$ cat config.mk
export PLATFORM = sky130hd
export DESIGN_NAME = pic_ctrl
export DESIGN_NICKNAME = d
export VERILOG_FILES = /design/src/hw/pic_ctrl.v
export VERILOG_INCLUDE_DIRS = /design/src /design/src/hw
export SDC_FILE = /design/constraint.sdc
export NUM_CORES = 1
export LEC_CHECK = 0
export BUFFER_PORTS_ARGS = -buffer_cell sky130_fd_sc_hd__buf_2
export CELL_PAD_IN_SITES_DETAIL_PLACEMENT = 0
export CELL_PAD_IN_SITES_GLOBAL_PLACEMENT = 1
export CORE_MARGIN = 4
export CORE_UTILIZATION = 42
export CTS_BUF_LIST = sky130_fd_sc_hd__clkbuf_8
export CTS_CLUSTER_SIZE = 24
export DETAILED_ROUTE_END_ITERATION = 8
export PLACE_DENSITY = 0.95
export SLEW_MARGIN = 25
export SYNTH_ARGS = -nofsm -noshare
export SYNTH_HDL_FRONTEND = slang
export SYNTH_SLANG_ARGS = --single-unit
$ cat constraint.sdc
create_clock -name clk -period 5.3 [get_ports clk]
set_clock_uncertainty 0.1 [all_clocks]
set_input_delay 1.06 -clock clk [delete_from_list [all_inputs] [get_ports clk]]
set_output_delay 1.06 -clock clk [all_outputs]
set_load 0.02 [all_outputs]
$ cat src/hw/pic_regs.vh
`ifndef PIC_REGS_VH
`define PIC_REGS_VH

// --------------------------------------------------------------------
// register indices (byte address is four times the index)
// --------------------------------------------------------------------
`define PIC_IDX_EN_HIGH 8'h2C
`define PIC_IDX_EN_LOW 8'h3A
`define PIC_IDX_EN_MID 8'h3B
`define PIC_IDX_PEND_HIGH 8'h2E
`define PIC_IDX_PEND_LOW 8'h3C
`define PIC_IDX_PEND_MID 8'h3D
`define PIC_IDX_ACT_CTRL 8'h40

// --------------------------------------------------------------------
// field positions and reset values
// --------------------------------------------------------------------
`define PIC_IMF_BIT 0
`define PIC_ACT_TRAP_BIT 0
`define PIC_ACT_WD_BIT 1
`define PIC_ACT_EXT0_BIT 2
`define PIC_ACT_RESET 3'h3
`define PIC_EN_RESET 20'h00000
`define PIC_PEND_RESET 22'h000000
`define PIC_BYTE_ZERO 8'h00

// --------------------------------------------------------------------
// source numbering
// --------------------------------------------------------------------
`define PIC_SRC_SWTRAP 5'h01
`define PIC_SRC_FTRAP 5'h02
`define PIC_SRC_WD 5'h03
`define PIC_SRC_EXT0 5'h04
`define PIC_SRC_FIRST_HIGH 5'h10
`define PIC_SRC_LAST 5'h17

// --------------------------------------------------------------------
// vectors
// --------------------------------------------------------------------
`define PIC_VEC_RESET 16'hFFFE
`define PIC_VEC_SWTRAP 16'hFFFC
`define PIC_VEC_FTRAP 16'hFFFA
`define PIC_VEC_WD 16'hFFF8
`define PIC_VEC_LOW_BASE 16'hFFF6
`define PIC_VEC_HIGH_BASE 16'hFFBE

// --------------------------------------------------------------------
// acceptance timing
// --------------------------------------------------------------------
`define PIC_CLK_PER_MCYC 2'h3
`define PIC_ACCEPT_MCYC 3'h7
`define PIC_PUSH_FIRST 3'h5
`define PIC_SP_DEC 2'h3

`endif

$ cat src/hw/pic_ctrl.v
// What this block does
// - 24 sources; four internal ones non-maskable
// - request sets pending latch until accepted/cleared
// - maskable needs global and own enable
// - fixed priority, lower latch number first
// - non-maskables at level two, below reset; software/illegal trap, then fetch trap, then watchdog
// - each source has its own vector, except software and illegal traps, which share FFFC
// - software and illegal traps: no latch, FFFC
// - external pin 0 also needs pin enable
// - fetch trap interrupts only when select cleared
// - watchdog interrupts only when select cleared
// - accepted source latch cleared immediately
// - all pending latches zero after reset
// - pending latches readable at three addresses
// - write zero clears latch, one keeps
// - non-maskables ignore all enable bits
// - enable register readable, writable at three addresses
// - global enable bit0 low, reset/maskable accept clear
// - acceptance takes eight machine cycles
// - push status, high, low; stack minus three
//
// Added by the designer: register access over Avalon-MM and the address map.
`include "pic_regs.vh"

module pic_ctrl (
  // clock and reset
  input wire clk,
  input wire srst,
  // avalon-mm slave
  input wire [9:0] address,
  input wire read,
  input wire write,
  input wire [31:0] writedata,
  input wire [3:0] byteenable,
  output reg [31:0] readdata,
  output reg waitrequest,
  // request sources
  input wire sw_trap_irq,
  input wire illegal_op_irq,
  input wire fetch_trap_irq,
  input wire wd_irq,
  input wire [23:4] src_irq,
  // reset requests when action selects pick reset
  output reg trap_reset_req,
  output reg wd_reset_req,
  // cpu core side
  input wire cpu_accept,
  output reg irq_request,
  output reg irq_nmi,
  output reg [15:0] irq_vector,
  output reg push_strobe,
  output reg [1:0] push_sel,
  output reg stack_imf,
  output reg sp_dec_strobe,
  output reg [1:0] sp_dec_amount,
  output reg vector_load,
  output reg [4:0] accepted_src
);

  // ------------------------------------------------------------------
  // state
  // ------------------------------------------------------------------
  localparam ST_IDLE = 1'b0;
  localparam ST_RUN = 1'b1;

  reg state;
  reg [1:0] div_cnt;
  reg mcyc_en;
  reg [2:0] mcyc_cnt;
  reg [23:2] int_pending_latch;
  reg [23:4] source_irq_enable;
  reg master_irq_enable;
  reg trap_action_select;
  reg wd_action_select;
  reg ext0_pin_enable;
  reg [4:0] run_src;
  reg run_nmi;

  reg [23:2] set_vec;
  reg [23:2] clr_vec;
  reg [23:4] ok_vec;
  reg [4:0] sel_src;
  reg sel_any;
  reg sel_nmi;
  reg [7:0] rd_byte;
  integer i;

  wire [7:0] reg_idx = address[9:2];
  wire bus_req = read | write;
  wire wr_take = write & ~waitrequest & byteenable[0];
  wire acc_take = (state == ST_IDLE) & cpu_accept & sel_any;

  // ------------------------------------------------------------------
  // vector lookup
  // ------------------------------------------------------------------
  function [15:0] vec_of;
    input [4:0] idx;
    begin
      if (idx == `PIC_SRC_SWTRAP) begin
        vec_of = `PIC_VEC_SWTRAP;
      end else if (idx == `PIC_SRC_FTRAP) begin
        vec_of = `PIC_VEC_FTRAP;
      end else if (idx == `PIC_SRC_WD) begin
        vec_of = `PIC_VEC_WD;
      end else if (idx < `PIC_SRC_FIRST_HIGH) begin
        vec_of = `PIC_VEC_LOW_BASE - {10'h000, idx - `PIC_SRC_EXT0, 1'b0};
      end else begin
        vec_of = `PIC_VEC_HIGH_BASE - {10'h000, idx - `PIC_SRC_FIRST_HIGH, 1'b0};
      end
    end
  endfunction

  // ------------------------------------------------------------------
  // latch set/clear terms
  // ------------------------------------------------------------------
  always @* begin
    set_vec = {src_irq, 2'b00};
    set_vec[2] = fetch_trap_irq & ~trap_action_select;
    set_vec[3] = wd_irq & ~wd_action_select;
    clr_vec = 22'h000000;
    if (wr_take) begin
      // only zeros clear; ones leave the latch alone
      if (reg_idx == `PIC_IDX_PEND_LOW) begin
        clr_vec[7:2] = ~writedata[7:2];
      end else if (reg_idx == `PIC_IDX_PEND_MID) begin
        clr_vec[15:8] = ~writedata[7:0];
      end else if (reg_idx == `PIC_IDX_PEND_HIGH) begin
        clr_vec[23:16] = ~writedata[7:0];
      end
    end
    if (acc_take && sel_src != `PIC_SRC_SWTRAP) begin
      clr_vec[sel_src] = 1'b1;
    end
  end

  // ------------------------------------------------------------------
  // priority selection
  // ------------------------------------------------------------------
  always @* begin
    ok_vec = int_pending_latch[23:4] & source_irq_enable
             & {20{master_irq_enable}};
    ok_vec[4] = ok_vec[4] & ext0_pin_enable;
    sel_src = `PIC_SRC_SWTRAP;
    sel_any = 1'b0;
    sel_nmi = 1'b0;
    // lowest latch number wins, so scan downward
    for (i = 23; i >= 4; i = i - 1) begin
      if (ok_vec[i]) begin
        sel_src = i[4:0];
        sel_any = 1'b1;
      end
    end
    // non-maskables sit above every maskable; software/illegal trap first, then fetch trap, then watchdog
    if (sw_trap_irq | illegal_op_irq) begin
      sel_src = `PIC_SRC_SWTRAP;
      sel_any = 1'b1;
      sel_nmi = 1'b1;
    end else if (int_pending_latch[2]) begin
      sel_src = `PIC_SRC_FTRAP;
      sel_any = 1'b1;
      sel_nmi = 1'b1;
    end else if (int_pending_latch[3]) begin
      sel_src = `PIC_SRC_WD;
      sel_any = 1'b1;
      sel_nmi = 1'b1;
    end
  end

  // ------------------------------------------------------------------
  // register read mux
  // ------------------------------------------------------------------
  always @* begin
    rd_byte = `PIC_BYTE_ZERO;
    if (reg_idx == `PIC_IDX_EN_LOW) begin
      rd_byte = {source_irq_enable[7:4], 3'b000, master_irq_enable};
    end else if (reg_idx == `PIC_IDX_EN_MID) begin
      rd_byte = source_irq_enable[15:8];
    end else if (reg_idx == `PIC_IDX_EN_HIGH) begin
      rd_byte = source_irq_enable[23:16];
    end else if (reg_idx == `PIC_IDX_PEND_LOW) begin
      rd_byte = {int_pending_latch[7:2], 2'b00};
    end else if (reg_idx == `PIC_IDX_PEND_MID) begin
      rd_byte = int_pending_latch[15:8];
    end else if (reg_idx == `PIC_IDX_PEND_HIGH) begin
      rd_byte = int_pending_latch[23:16];
    end else if (reg_idx == `PIC_IDX_ACT_CTRL) begin
      rd_byte = {5'h00, ext0_pin_enable, wd_action_select, trap_action_select};
    end
  end

  // ------------------------------------------------------------------
  // bus slave: one wait cycle, then the answer
  // ------------------------------------------------------------------
  always @(posedge clk) begin
    if (srst) begin
      waitrequest <= 1'b1;
      readdata <= 32'h00000000;
    end else begin
      waitrequest <= ~(bus_req & waitrequest);
      if (read & waitrequest) begin
        readdata <= {24'h000000, rd_byte};
      end
    end
  end

  // ------------------------------------------------------------------
  // pending latches and enables
  // ------------------------------------------------------------------
  always @(posedge clk) begin
    if (srst) begin
      int_pending_latch <= `PIC_PEND_RESET;
      source_irq_enable <= `PIC_EN_RESET;
      master_irq_enable <= 1'b0;
      {ext0_pin_enable, wd_action_select, trap_action_select} <= `PIC_ACT_RESET;
    end else begin
      // set listed last so a same-cycle request survives a clear
      int_pending_latch <= (int_pending_latch & ~clr_vec) | set_vec;
      if (wr_take) begin
        if (reg_idx == `PIC_IDX_EN_LOW) begin
          source_irq_enable[7:4] <= writedata[7:4];
          master_irq_enable <= writedata[`PIC_IMF_BIT];
        end else if (reg_idx == `PIC_IDX_EN_MID) begin
          source_irq_enable[15:8] <= writedata[7:0];
        end else if (reg_idx == `PIC_IDX_EN_HIGH) begin
          source_irq_enable[23:16] <= writedata[7:0];
        end else if (reg_idx == `PIC_IDX_ACT_CTRL) begin
          trap_action_select <= writedata[`PIC_ACT_TRAP_BIT];
          wd_action_select <= writedata[`PIC_ACT_WD_BIT];
          ext0_pin_enable <= writedata[`PIC_ACT_EXT0_BIT];
        end
      end
      // maskable acceptance overrides a same-cycle software write of the flag
      if (acc_take && !sel_nmi) begin
        master_irq_enable <= 1'b0;
      end
    end
  end

  // ------------------------------------------------------------------
  // reset requests for trap and watchdog
  // ------------------------------------------------------------------
  always @(posedge clk) begin
    if (srst) begin
      trap_reset_req <= 1'b0;
      wd_reset_req <= 1'b0;
    end else begin
      trap_reset_req <= fetch_trap_irq & trap_action_select;
      wd_reset_req <= wd_irq & wd_action_select;
    end
  end

  // ------------------------------------------------------------------
  // machine-cycle enable (four clocks)
  // ------------------------------------------------------------------
  always @(posedge clk) begin
    if (srst) begin
      div_cnt <= 2'h0;
      mcyc_en <= 1'b0;
    end else begin
      div_cnt <= div_cnt + 2'h1;
      mcyc_en <= (div_cnt == `PIC_CLK_PER_MCYC);
    end
  end

  // ------------------------------------------------------------------
  // acceptance sequence
  // ------------------------------------------------------------------
  always @(posedge clk) begin
    if (srst) begin
      state <= ST_IDLE;
      mcyc_cnt <= 3'h0;
      run_src <= `PIC_SRC_SWTRAP;
      run_nmi <= 1'b0;
      irq_request <= 1'b0;
      irq_nmi <= 1'b0;
      irq_vector <= `PIC_VEC_RESET;
      push_strobe <= 1'b0;
      push_sel <= 2'h0;
      stack_imf <= 1'b0;
      sp_dec_strobe <= 1'b0;
      sp_dec_amount <= 2'h0;
      vector_load <= 1'b0;
      accepted_src <= 5'h00;
    end else begin
      push_strobe <= 1'b0;
      sp_dec_strobe <= 1'b0;
      vector_load <= 1'b0;
      case (state)
        ST_IDLE: begin
          irq_request <= sel_any & ~acc_take;
          irq_nmi <= sel_nmi;
          irq_vector <= vec_of(sel_src);
          if (acc_take) begin
            state <= ST_RUN;
            mcyc_cnt <= 3'h0;
            run_src <= sel_src;
            run_nmi <= sel_nmi;
            stack_imf <= master_irq_enable;
            accepted_src <= sel_src;
          end
        end
        ST_RUN: begin
          irq_request <= 1'b0;
          if (mcyc_en) begin
            mcyc_cnt <= mcyc_cnt + 3'h1;
            if (mcyc_cnt >= `PIC_PUSH_FIRST) begin
              // status with flag, then pc high, then pc low
              push_strobe <= 1'b1;
              push_sel <= mcyc_cnt[1:0] - 2'h1;
            end
            if (mcyc_cnt == `PIC_ACCEPT_MCYC) begin
              state <= ST_IDLE;
              vector_load <= 1'b1;
              irq_vector <= vec_of(run_src);
              irq_nmi <= run_nmi;
              sp_dec_strobe <= 1'b1;
              sp_dec_amount <= `PIC_SP_DEC;
            end
          end
        end
        default: begin
          state <= ST_IDLE;
        end
      endcase
    end
  end

endmodule

=== Word-level counts from Yosys, hierarchy flattened ===
Cells that the tools add are included.

* Flip-flop bits (word level): 99
* Input bits: 75
* Output and inout bits: 66
* Word-level logic and storage cells: 198

* $add $sub $neg: 11
* $lt $le $gt $ge: 5
* Eq/ne operators: 19
* Muxes and demuxes: 89
* Bitwise logic cells: 32
* Reductions and logical operators: 15

{| class="wikitable"
|+ Operators with widths
! operator !! count
|-
| two-way mux 16 bit || 11
|-
| two-way mux 5 bit || 23
|-
| two-way mux 8 bit || 9
|-
| == test 8 x 6 -> 1 bit (second input constant) || 6
|-
| two-way mux 22 bit || 2
|-
| OR 22 bit || 2
|-
| bitwise AND 20 bit || 2
|-
| two-way mux 1 bit || 34
|-
| case mux 16 bit (2 select lines) || 1
|-
| bitwise AND 22 bit || 1
|-
| NOT 22 bit || 1
|-
| == test 5 x 2 -> 1 bit (second input constant) || 4
|-
| subtractor 8 x 7 -> 9 bit (first input constant) || 2
|-
| subtractor 5 x 7 -> 8 bit (first input constant) || 2
|-
| bitwise AND 1 bit || 12
|-
| == test 5 x 1 -> 1 bit (second input constant) || 2
|-
| < comparator 5 bit (second input constant) || 2
|-
| NOT 1 bit || 10
|-
| subtractor 5 x 3 -> 5 bit (second input constant) || 2
|-
| subtractor 5 bit (second input constant) || 2
|-
| two-way mux 3 bit || 3
|-
| AND reduction 3 bit || 3
|-
| == test 8 x 7 -> 1 bit (second input constant) || 1
|-
| NOT 8 bit || 1
|-
| other kinds (24) || 33
|}

=== Longest topological paths before layout ===
Gate-level depths: netlist of run 1.

* Word-level depth: 34
* Gate-level depth with buffers: 11
* Gate-level depth less buffers: 10

=== Least setup slack after synthesis of run 1 ===
OpenSTA, ideal clock, no wires.

* Kind: input port to flip-flop
* Start point: input illegal_op_irq
* End point: register int_pending_latch[22] in the netlist's numbering
* Setup time: 137 ps
* Arrival time: 2800 ps
* Data required time: 5063 ps
* Path slack: 2263 ps
* Stages on the path: 7
* Cells stage by stage: or4_4 -> a2111oi_4 -> nand3_4 -> nand2b_4 -> a31o_1 -> nor4b_2 -> nor3_2

* Longest elaborated chain between the ends: 11
* Elaborated cells between the ends (all ways): 16
* Classes of those cells: order compare: 2; eq/ne: 1; mux: 5; bitwise: 6; reduce/logical: 2

{| class="wikitable"
|+ RTL lines
! item !! RTL line !! source
|-
| start: declaration || pic_ctrl.v:39 || <nowiki>input wire illegal_op_irq,</nowiki>
|-
| OR 1 bit (*) || pic_ctrl.v:154 || <nowiki>if (sw_trap_irq | illegal_op_irq) begin</nowiki>
|-
| two-way mux 5 bit || pic_ctrl.v:154 ||
|-
| < comparator 5 x 6 -> 1 bit (implied by the code) or >= comparator 5 x 1 -> 1 bit (tied branches) || pic_ctrl.v:132 || <nowiki>clr_vec[sel_src] = 1'b1;</nowiki>
|-
| logical AND 1 bit (implied by the code) || pic_ctrl.v:132 ||
|-
| two-way mux 1 bit (implied by the code) || pic_ctrl.v:132 ||
|-
| demux 1 bit (select 5 bit) || pic_ctrl.v:132 ||
|-
| OR 22 bit (no source line) || -- ||
|-
| two-way mux 22 bit (*) || pic_ctrl.v:131 || <nowiki>if (acc_take && sel_src != `PIC_SRC_SWTRAP) begin</nowiki>
|-
| NOT 22 bit (*) || pic_ctrl.v:217 || <nowiki>int_pending_latch <= (int_pending_latch & ~clr_vec) | set_vec;</nowiki>
|-
| bitwise AND 22 bit (*) || pic_ctrl.v:217 ||
|-
| OR 22 bit (*) || pic_ctrl.v:217 ||
|-
| end signal: assignment || pic_ctrl.v:211 || <nowiki>int_pending_latch <= `PIC_PEND_RESET;</nowiki>
|-
| end signal: assignment || pic_ctrl.v:217 ||
|-
| end: declaration || pic_ctrl.v:70 || <nowiki>reg [23:2] int_pending_latch;</nowiki>
|}

Every way passes the cells marked *; elsewhere a longest branch is shown, timed or not.
A chain may end at the register's enable or synchronous reset.

=== Worst setup path in the final report of run 1 ===
* Start point: input address[8]
* End point: register source_irq_enable[20] in the netlist's numbering

* Longest elaborated chain between the ends: 3
* Elaborated cells between the ends (all ways): 6
* Classes of those cells: eq/ne: 3; bitwise: 2; reduce/logical: 1

{| class="wikitable"
|+ RTL lines
! item !! RTL line !! source
|-
| start: declaration || pic_ctrl.v:30 || <nowiki>input wire [9:0] address,</nowiki>
|-
| == test 8 x 6 -> 1 bit (no source line) || -- ||
|-
| NOT 1 bit (no source line) || -- ||
|-
| AND reduction 4 bit (no source line) (*) || -- ||
|-
| end signal: assignment || pic_ctrl.v:212 || <nowiki>source_irq_enable <= `PIC_EN_RESET;</nowiki>
|-
| end: declaration || pic_ctrl.v:71 || <nowiki>reg [23:4] source_irq_enable;</nowiki>
|}

Marks and branches as above.

==> impl_metrics.json, run 1 <==
{
  "antenna_found_initial": 0,
  "finalNetCount": 700,
  "power_frac_seq_pct": 55.1,
  "drtIter0Drc": 363,
  "synth_top_area_share_pct": 35.6,
  "clkLatencyLatePin_ns": 0.37,
  "coreArea_um2": 11000,
  "hold_buffers": 0,
  "netlist_area_um2": 4790,
  "post_cts_resized": 0,
  "netlist_instances": 567,
  "wl_per_cell_um": 19.5,
  "clkPwrFrac_pct": 33.9,
  "rsz0062_at_grt": "false",
  "internal-power_uw": 876,
  "viasPerCell": 6.07,
  "vias": 4618,
  "leakagePower_nw": 2.05,
  "p_sw_uw": 361,
  "r2r_start": "master_irq_enable$_SDFFE_PP0P_",
  "gp_congestion": 0.932,
  "cts_max_level": 3,
  "period_share_pct": 62.6,
  "fmax_mhz": 301,
  "holdPathEnd": "div_cnt[0]$_SDFF_PP0_",
  "critPathMaxStageDelay_ns": 0.69,
  "hold_depth": 1,
  "worst-path-buf-inv": 1,
  "gr-total-overflow": 0,
  "area_delta_synth_final_pct": 8.81,
  "die_height_um": 115,
  "worst_slew_pin_slew_ns": 0.962,
  "end_kind": "flop",
  "start_kind": "input pin",
  "ys_types": 71,
  "synthFlopType": "dfxtp_1",
  "synth_edf_count": 0,
  "cp_slowest_cell": "and4b_1",
  "powerDensity_nw_per_um2": 238,
  "start_util_pct": 43.6,
  "drtAntennaViolNets": 0,
  "hold_path_startpoint": "div_cnt[0]$_SDFF_PP0_",
  "worstPathMaxFanout": 15,
  "ys_seq_area_share_pct": 35.6,
  "dp_hpwl_mm": 10.8,
  "rr_endpoint": "irq_vector[6]$_SDFFE_PP1P_",
  "cts_setup_buffers": 0,
  "syn_area_per_cell_um2": 8.44,
  "clk_pin_slew_worst_paths_ns": 0.09,
  "maxSlewHeadroom_pct": 35.2,
  "cts_root_buf": "clkbuf_8",
  "slew_viol_final": 0,
  "setup_viol": 0,
  "arrival_ns": 3.45,
  "drtPass1Iterations": 5,
  "final_cell_mix": "dfxtp_1, buf_2, nand2_1",
  "yosys.area.top_type": "dfxtp_1",
  "cts_tree": "built",
  "grtUsageTotal_pct": 22.7,
  "final_common_cell": "dfxtp_1",
  "peakVddDrop_uv": 98.4,
  "synth-seq-cells": 85,
  "crit_family": "simple AND/OR/NAND/NOR gates",
  "die-area_um2": 13200,
  "worst-path-stages": 7,
  "grt_max_degree": 66,
  "io_pins": 141,
  "fp.dieW_um": 115,
  "n_antenna_cell": 0,
  "utilization_pct": 47.4,
  "fin_tns_setup_ns": 0,
  "drcViolationCount": 0,
  "status": "finished clean",
  "crit_path_cell_trace": "buf_2 > nor4bb_1 > and4b_1 > nand2b_1 > and3_1 > mux2i_1 > nor2_1",
  "clk_path_buf_depth": 2,
  "critPathRequiredTime_ns": 5.43,
  "critical_path_class": "input pin to flop",
  "wl_mm": 14.8,
  "switching_share_pct": 29.2,
  "rows": 38,
  "grt_pass1_vias": 4383,
  "r2r_cells": 9,
  "synthTopCellsByArea": "dfxtp_1, buf_4, a21oi_1, mux2i_1, nand2_1",
  "async_flop_share_pct": 0,
  "clock_sinks": 85,
  "grt_pass1_wl_mm": 23.4,
  "cap_violations": 0,
  "layout_min_cycle_time_ns": 3.32,
  "ys_warn_count": 0,
  "p_comb_share_pct": 11.0,
  "numPortBuffers": 77,
  "hold_viol": 0,
  "cts_made_buffers": 9,
  "post_route_cells_drive_above_1_share_pct": 18.0,
  "r2r_slack_ns": 2.12,
  "hold_class": "flop to flop"
}
-- cell usage after synthesis, types with 3 or more instances --
cell and n:
o21a_1 4, o211ai_1 15, nor4bb_1 3, buf_6 3, nor4_1 6, a32oi_1 6
a31oi_1 4, a211oi_1 6, nor3_1 10, nor4b_1 5, a22o_1 8, nand2_1 56
inv_1 10, nor2_1 42, nand2b_1 6, dfxtp_1 85, a22oi_1 6, buf_4 40
nor3_2 7, buf_2 4, ha_1 8, mux2i_1 21, and3_1 6, nand4_1 3
nor2b_1 4, or3_1 18, o21ai_0 22, a222oi_1 4, a221oi_1 4, nand3_1 11
clkbuf_1 25, a21oi_1 50, and2_1 9, o311ai_0 5, a311oi_1 5
-- worst reg2reg max path: stages (launching register included) --
cell	delay, ns
dfxtp_1	0.80
o21ai_0	0.51
o21ai_0	0.24
a21oi_1	0.10
nor2_1	0.42
inv_1	0.13
ha_1	0.34
nand2b_1	0.15
o21ai_0	0.15
a32oi_1	0.12
-- cell type report --
class,count,area (um^2)
Clock buffer,10,138
Clock inverter,5,28.8
Fill cell,1082,5780
Inverter,10,37.5
Multi-Input combinational cell,432,2720
Sequential cell,85,1700
Tap cell,140,175
Timing Repair Buffer,79,404
-- power groups by stage --
stage	registers (mW)	clock network [mW]	logic [mW]
6_report	0.682	0.420	0.136
5_1_grt	0.685	0.454	0.147
4_1_cts	0.682	0.427	0.133
3_5_place_dp	0.697	0	0.133
3_3_place_gp	0.696	0	0.131
2_1_floorplan	0.693	0	0.0980
-- how the worst max path moves through the flow --
| stage | start | to | slack [ns] |
|---|---|---|---|
| floorplan | illegal_op_irq | int_pending_latch[22]$_SDFF_PP0_ | 2.26 |
| global placement | illegal_op_irq | int_pending_latch[15]$_SDFF_PP0_ | 1.69 |
| detailed placement | illegal_op_irq | int_pending_latch[18]$_SDFF_PP0_ | 1.67 |
| CTS | illegal_op_irq | int_pending_latch[18]$_SDFF_PP0_ | 2.06 |
| global route | address[8] | source_irq_enable[20]$_SDFFE_PP0P_ | 1.75 |
| finish | address[8] | source_irq_enable[20]$_SDFFE_PP0P_ | 1.98 |
-- metrics by stage --
stage	hold slack [ns]	std cells	setup slack [ns]	cell area, um^2	power [mW]
after floorplan	0.299	599	2.26	4910	0.791
after global routing	0.346	761	1.75	5210	1.29
after CTS	0.336	760	2.06	5190	1.24
after detailed placement	0.323	745	1.67	5030	0.829
after global placement	0.307	745	1.69	5030	0.826
final	0.332	761	1.98	5210	1.24
-- flip-flops by register name, summed over array words and instances, names as in the netlist, 2 cells and up --
signal and count:
int_pending_latch 22, source_irq_enable 20, readdata 8, irq_vector 6
accepted_src 5, mcyc_cnt 3, div_cnt 2, push_sel 2
-- logic make-up (layout without fill, tap and decap cells) --
| kind of cell | count (synthesis) | after routing | synth area share (%) |
|---|---|---|---|
| and+or+nand+nor | 202 | 202 | 23.1 |
| buffers and inverters | 82 | 104 | 10.1 |
| muxes | 21 | 21 | 4.39 |
| xor gates and xnor gates | 2 | 2 | 0.366 |
| adders and majority gates | 8 | 8 | 2.09 |
| AOI/OAI and AO/OA | 165 | 165 | 24.2 |
| other | 2 | 34 | 0.157 |
| DFF | 85 | 85 | 35.6 |
-- metal layers --
layer	routed length, um	global-route usage, %
met5	0	0
met3	1320	3.53
met1	6240	30.3
met4	443	10.7
met2	6810	36.0
Note: power is estimated with default switching activity, not from simulation.
==> run 2: changes to the inputs <==
--- a/config.mk
+++ b/config.mk
@@ -6,15 +6,16 @@
 export SDC_FILE = /design/constraint.sdc
 export NUM_CORES = 1
 export LEC_CHECK = 0
+export ABC_AREA = 1
 export BUFFER_PORTS_ARGS = -buffer_cell sky130_fd_sc_hd__buf_2
 export CELL_PAD_IN_SITES_DETAIL_PLACEMENT = 0
 export CELL_PAD_IN_SITES_GLOBAL_PLACEMENT = 1
 export CORE_MARGIN = 4
-export CORE_UTILIZATION = 42
+export CORE_UTILIZATION = 38
 export CTS_BUF_LIST = sky130_fd_sc_hd__clkbuf_8
 export CTS_CLUSTER_SIZE = 24
 export DETAILED_ROUTE_END_ITERATION = 8
-export PLACE_DENSITY = 0.95
+export PLACE_DENSITY = 0.94
 export SLEW_MARGIN = 25
 export SYNTH_ARGS = -nofsm -noshare
 export SYNTH_HDL_FRONTEND = slang
==> constraint.sdc (replaced) <==
create_clock -name clk -period 3.45 [get_ports clk]
set_clock_uncertainty 0.1 [all_clocks]
set_input_delay 0.69 -clock clk [delete_from_list [all_inputs] [get_ports clk]]
set_output_delay 0.69 -clock clk [all_outputs]
set_load 0.02 [all_outputs]
==> impl_metrics.json, run 2 <==
{
  "grt_max_degree": 62,
  "clock_sinks": 85,
  "clkPwrFrac_pct": 34.5,
  "powerDensity_nw_per_um2": 360,
  "cts_setup_buffers": 0,
  "power_frac_seq_pct": 53.1,
  "total_power_mw": 1.96,
  "cts_made_buffers": 9,
  "grt_pass1_vias": 4370,
  "synth_edf_count": 0,
  "largest_reg_flops": 22,
  "worst_slew_pin_slew_ns": 0.794,
  "rsz0062_at_grt": "false",
  "utilization_pct": 43.1,
  "gp_congestion": 0.909,
  "cts_tree": "built",
  "synth_most_common_cell": "nand2_1",
  "stdcell_count": 941,
  "finalNetCount": 848,
  "p_sw_uw": 551,
  "start_kind": "flop",
  "grtUsageTotal_pct": 18.6,
  "worstPathMaxFanout": 14,
  "drtAntennaViolNets": 0,
  "post_route_cells_drive_above_1_share_pct": 18.3,
  "period_share_pct": 88.2,
  "rr_endpoint": "int_pending_latch[6]$_SDFF_PP0_",
  "netlist_area_um2": 4880,
  "hold_viol": 0,
  "switching_share_pct": 28.1,
  "gr-total-overflow": 0,
  "hold_path_startpoint": "div_cnt[0]$_SDFF_PP0_",
  "ys_seq_area_share_pct": 34.9,
  "ys_types": 44,
  "cts_root_buf": "clkbuf_8",
  "numPortBuffers": 77,
  "ys_warn_count": 0,
  "critPathRequiredTime_ns": 3.58,
  "cts_max_level": 3,
  "p_comb_share_pct": 12.4,
  "clkLatencyLatePin_ns": 0.37,
  "final_common_cell": "nand2_1",
  "dp_hpwl_mm": 10.2,
  "synthTopCellsByArea": "dfxtp_1, nand2_1, inv_1, a21oi_1, buf_4",
  "area_delta_synth_final_pct": 11.5,
  "yosys.area.top_type": "dfxtp_1",
  "holdPathEnd": "div_cnt[0]$_SDFF_PP0_",
  "setup_viol": 0,
  "drcViolationCount": 0,
  "clk_path_buf_depth": 2,
  "arrival_ns": 3.17,
  "slew_viol_final": 0,
  "n_antenna_cell": 0,
  "internal-power_mw": 1.41,
  "r2r_slack_ns": 0.41,
  "maxSlewHeadroom_pct": 47.0,
  "synth_top_area_share_pct": 34.9,
  "hold_depth": 1,
  "start_util_pct": 38.7,
  "antenna_found_initial": 0,
  "layout_min_cycle_time_ns": 3.04,
  "met2WireLength_mm": 6.16,
  "netlist_instances": 693,
  "peakVddDrop_uv": 150,
  "hold_buffers": 0,
  "critical_path_class": "flop to flop",
  "synthFlopType": "dfxtp_1",
  "dr_wl_met3_um": 689,
  "reg_top3": "int_pending_latch (22), source_irq_enable (20), readdata (8)",
  "end_kind": "flop",
  "vias": 4641,
  "status": "finished clean",
  "placed_cells": 926,
  "final_cell_mix": "nand2_1, inv_1, dfxtp_1",
  "cap_violations": 0,
  "hold_class": "flop to flop",
  "multi_input_area_um2": 2460,
  "seqCellArea_um2": 1700,
  "wl_met1_mm": 6.29,
  "synth-seq-cells": 85,
  "highest_layer": "met4",
  "viasPerCell": 4.93,
  "fp.dieW_um": 121,
  "fin_tns_setup_ns": 0,
  "fmax_mhz": 329,
  "die_height_um": 121,
  "wl_per_cell_um": 14.2,
  "wl_mm": 13.4,
  "yosys-top-cells-count": "nand2_1, inv_1, dfxtp_1",
  "drtIter0Drc": 301,
  "coreArea_um2": 12600,
  "nFillCells": 1372,
  "r2r_start": "master_irq_enable$_SDFFE_PP0P_",
  "io_pins": 141,
  "r2r_cells": 27,
  "drtPass1Iterations": 5,
  "async_flop_share_pct": 0,
  "die-area_um2": 14700,
  "largest_register": "int_pending_latch",
  "leakagePower_nw": 2.46,
  "rows": 41,
  "syn_area_per_cell_um2": 7.04,
  "post_cts_resized": 0,
  "clk_pin_slew_worst_paths_ns": 0.08,
  "grt_pass1_wl_mm": 21.7
}
run 2: cell types whose count changed after synthesis, sizes merged, moves of 21 or more:
| cell | before | now |
|---|---|---|
| nand3 | 12 | 53 |
| mux2i | 21 | 0 |
| a21oi | 50 | 72 |
| inv | 10 | 111 |
| nor2 | 42 | 73 |
| nand2 | 56 | 119 |
run 2: logic make-up after synthesis:
family | synth area share [%]
AOI/OAI and AO/OA | 20.4
other | 0.154
and+or+nand+nor | 25.3
buffers and inverters | 17.2
DFF | 34.9
adders and majority gates | 2.05
run 2: area by class of cell:
class / count / share of cell area (%)
inverters: 113 / 7.79
multi-input cells: 468 / 45.2
clock inverters: 6 / 0.920
well taps: 172 / 3.95
repair buffers: 88 / 8.60
flip-flops and latches: 85 / 31.3
clock buffers: 9 / 2.28
run 2: critical path: stages (launching register included):
cell     delay, ns
dfxtp_1       0.69
nand2_1       0.11
nor2_1        0.17
nand2_1       0.07
nand2_1       0.08
nand2_1       0.05
nand2_1       0.05
nand2_1       0.04
nand2_1       0.07
nand2_1       0.05
nand2_1       0.06
nand2_1       0.05
nand2_1       0.06
nand2_1       0.05
nand2_1       0.05
nand2_1       0.05
nand2_1       0.06
nand2_1       0.05
nand2_1       0.05
nand2_1       0.05
nand2_1       0.07
nand2_2       0.07
nand2_4       0.08
nand2_1       0.19
nor2_1        0.18
nand3_2       0.10
a21oi_2       0.13
nor2_1        0.05
run 2: how the worst max path moves through the flow:
stage                                   startpoint                                to  slack (ns)  depth (start not counted)
global placement                    illegal_op_irq        irq_vector[6]$_SDFFE_PP1P_        0.28                         15
floorplan                           illegal_op_irq        irq_vector[6]$_SDFFE_PP1P_        0.70                         14
global route        master_irq_enable$_SDFFE_PP0P_  int_pending_latch[14]$_SDFF_PP0_        0.08                         27
finish              master_irq_enable$_SDFFE_PP0P_   int_pending_latch[6]$_SDFF_PP0_        0.41                         27
CTS                 master_irq_enable$_SDFFE_PP0P_  int_pending_latch[22]$_SDFF_PP0_        0.45                         27
detailed placement                  illegal_op_irq        irq_vector[6]$_SDFFE_PP1P_        0.24                         15
run 2: per-layer routing:
metal,GRT usage [%],vias to the layer above
met5,0,-
met2,29.3,134
met4,6.79,0
li1,-,2361
met3,3.03,14
met1,25.8,2132
run 2: per-stage QoR:
step / hold WS, ns / setup WS, ns / area, um^2
2_1_floorplan: 0.299 / 0.703 / 5000
3_3_place_gp: 0.310 / 0.282 / 5270
3_5_place_dp: 0.315 / 0.239 / 5270
4_1_cts: 0.326 / 0.449 / 5440
5_1_grt: 0.348 / 0.0831 / 5440
6_report: 0.323 / 0.408 / 5440
run 2: power groups by stage:
stage	combinational [mW]	sequential, mW	clock (mW)
after floorplan	0.188	1.07	0
after global placement	0.242	1.06	0
after detailed placement	0.243	1.06	0
after CTS	0.244	1.04	0.687
after global routing	0.274	1.05	0.734
final	0.243	1.04	0.676
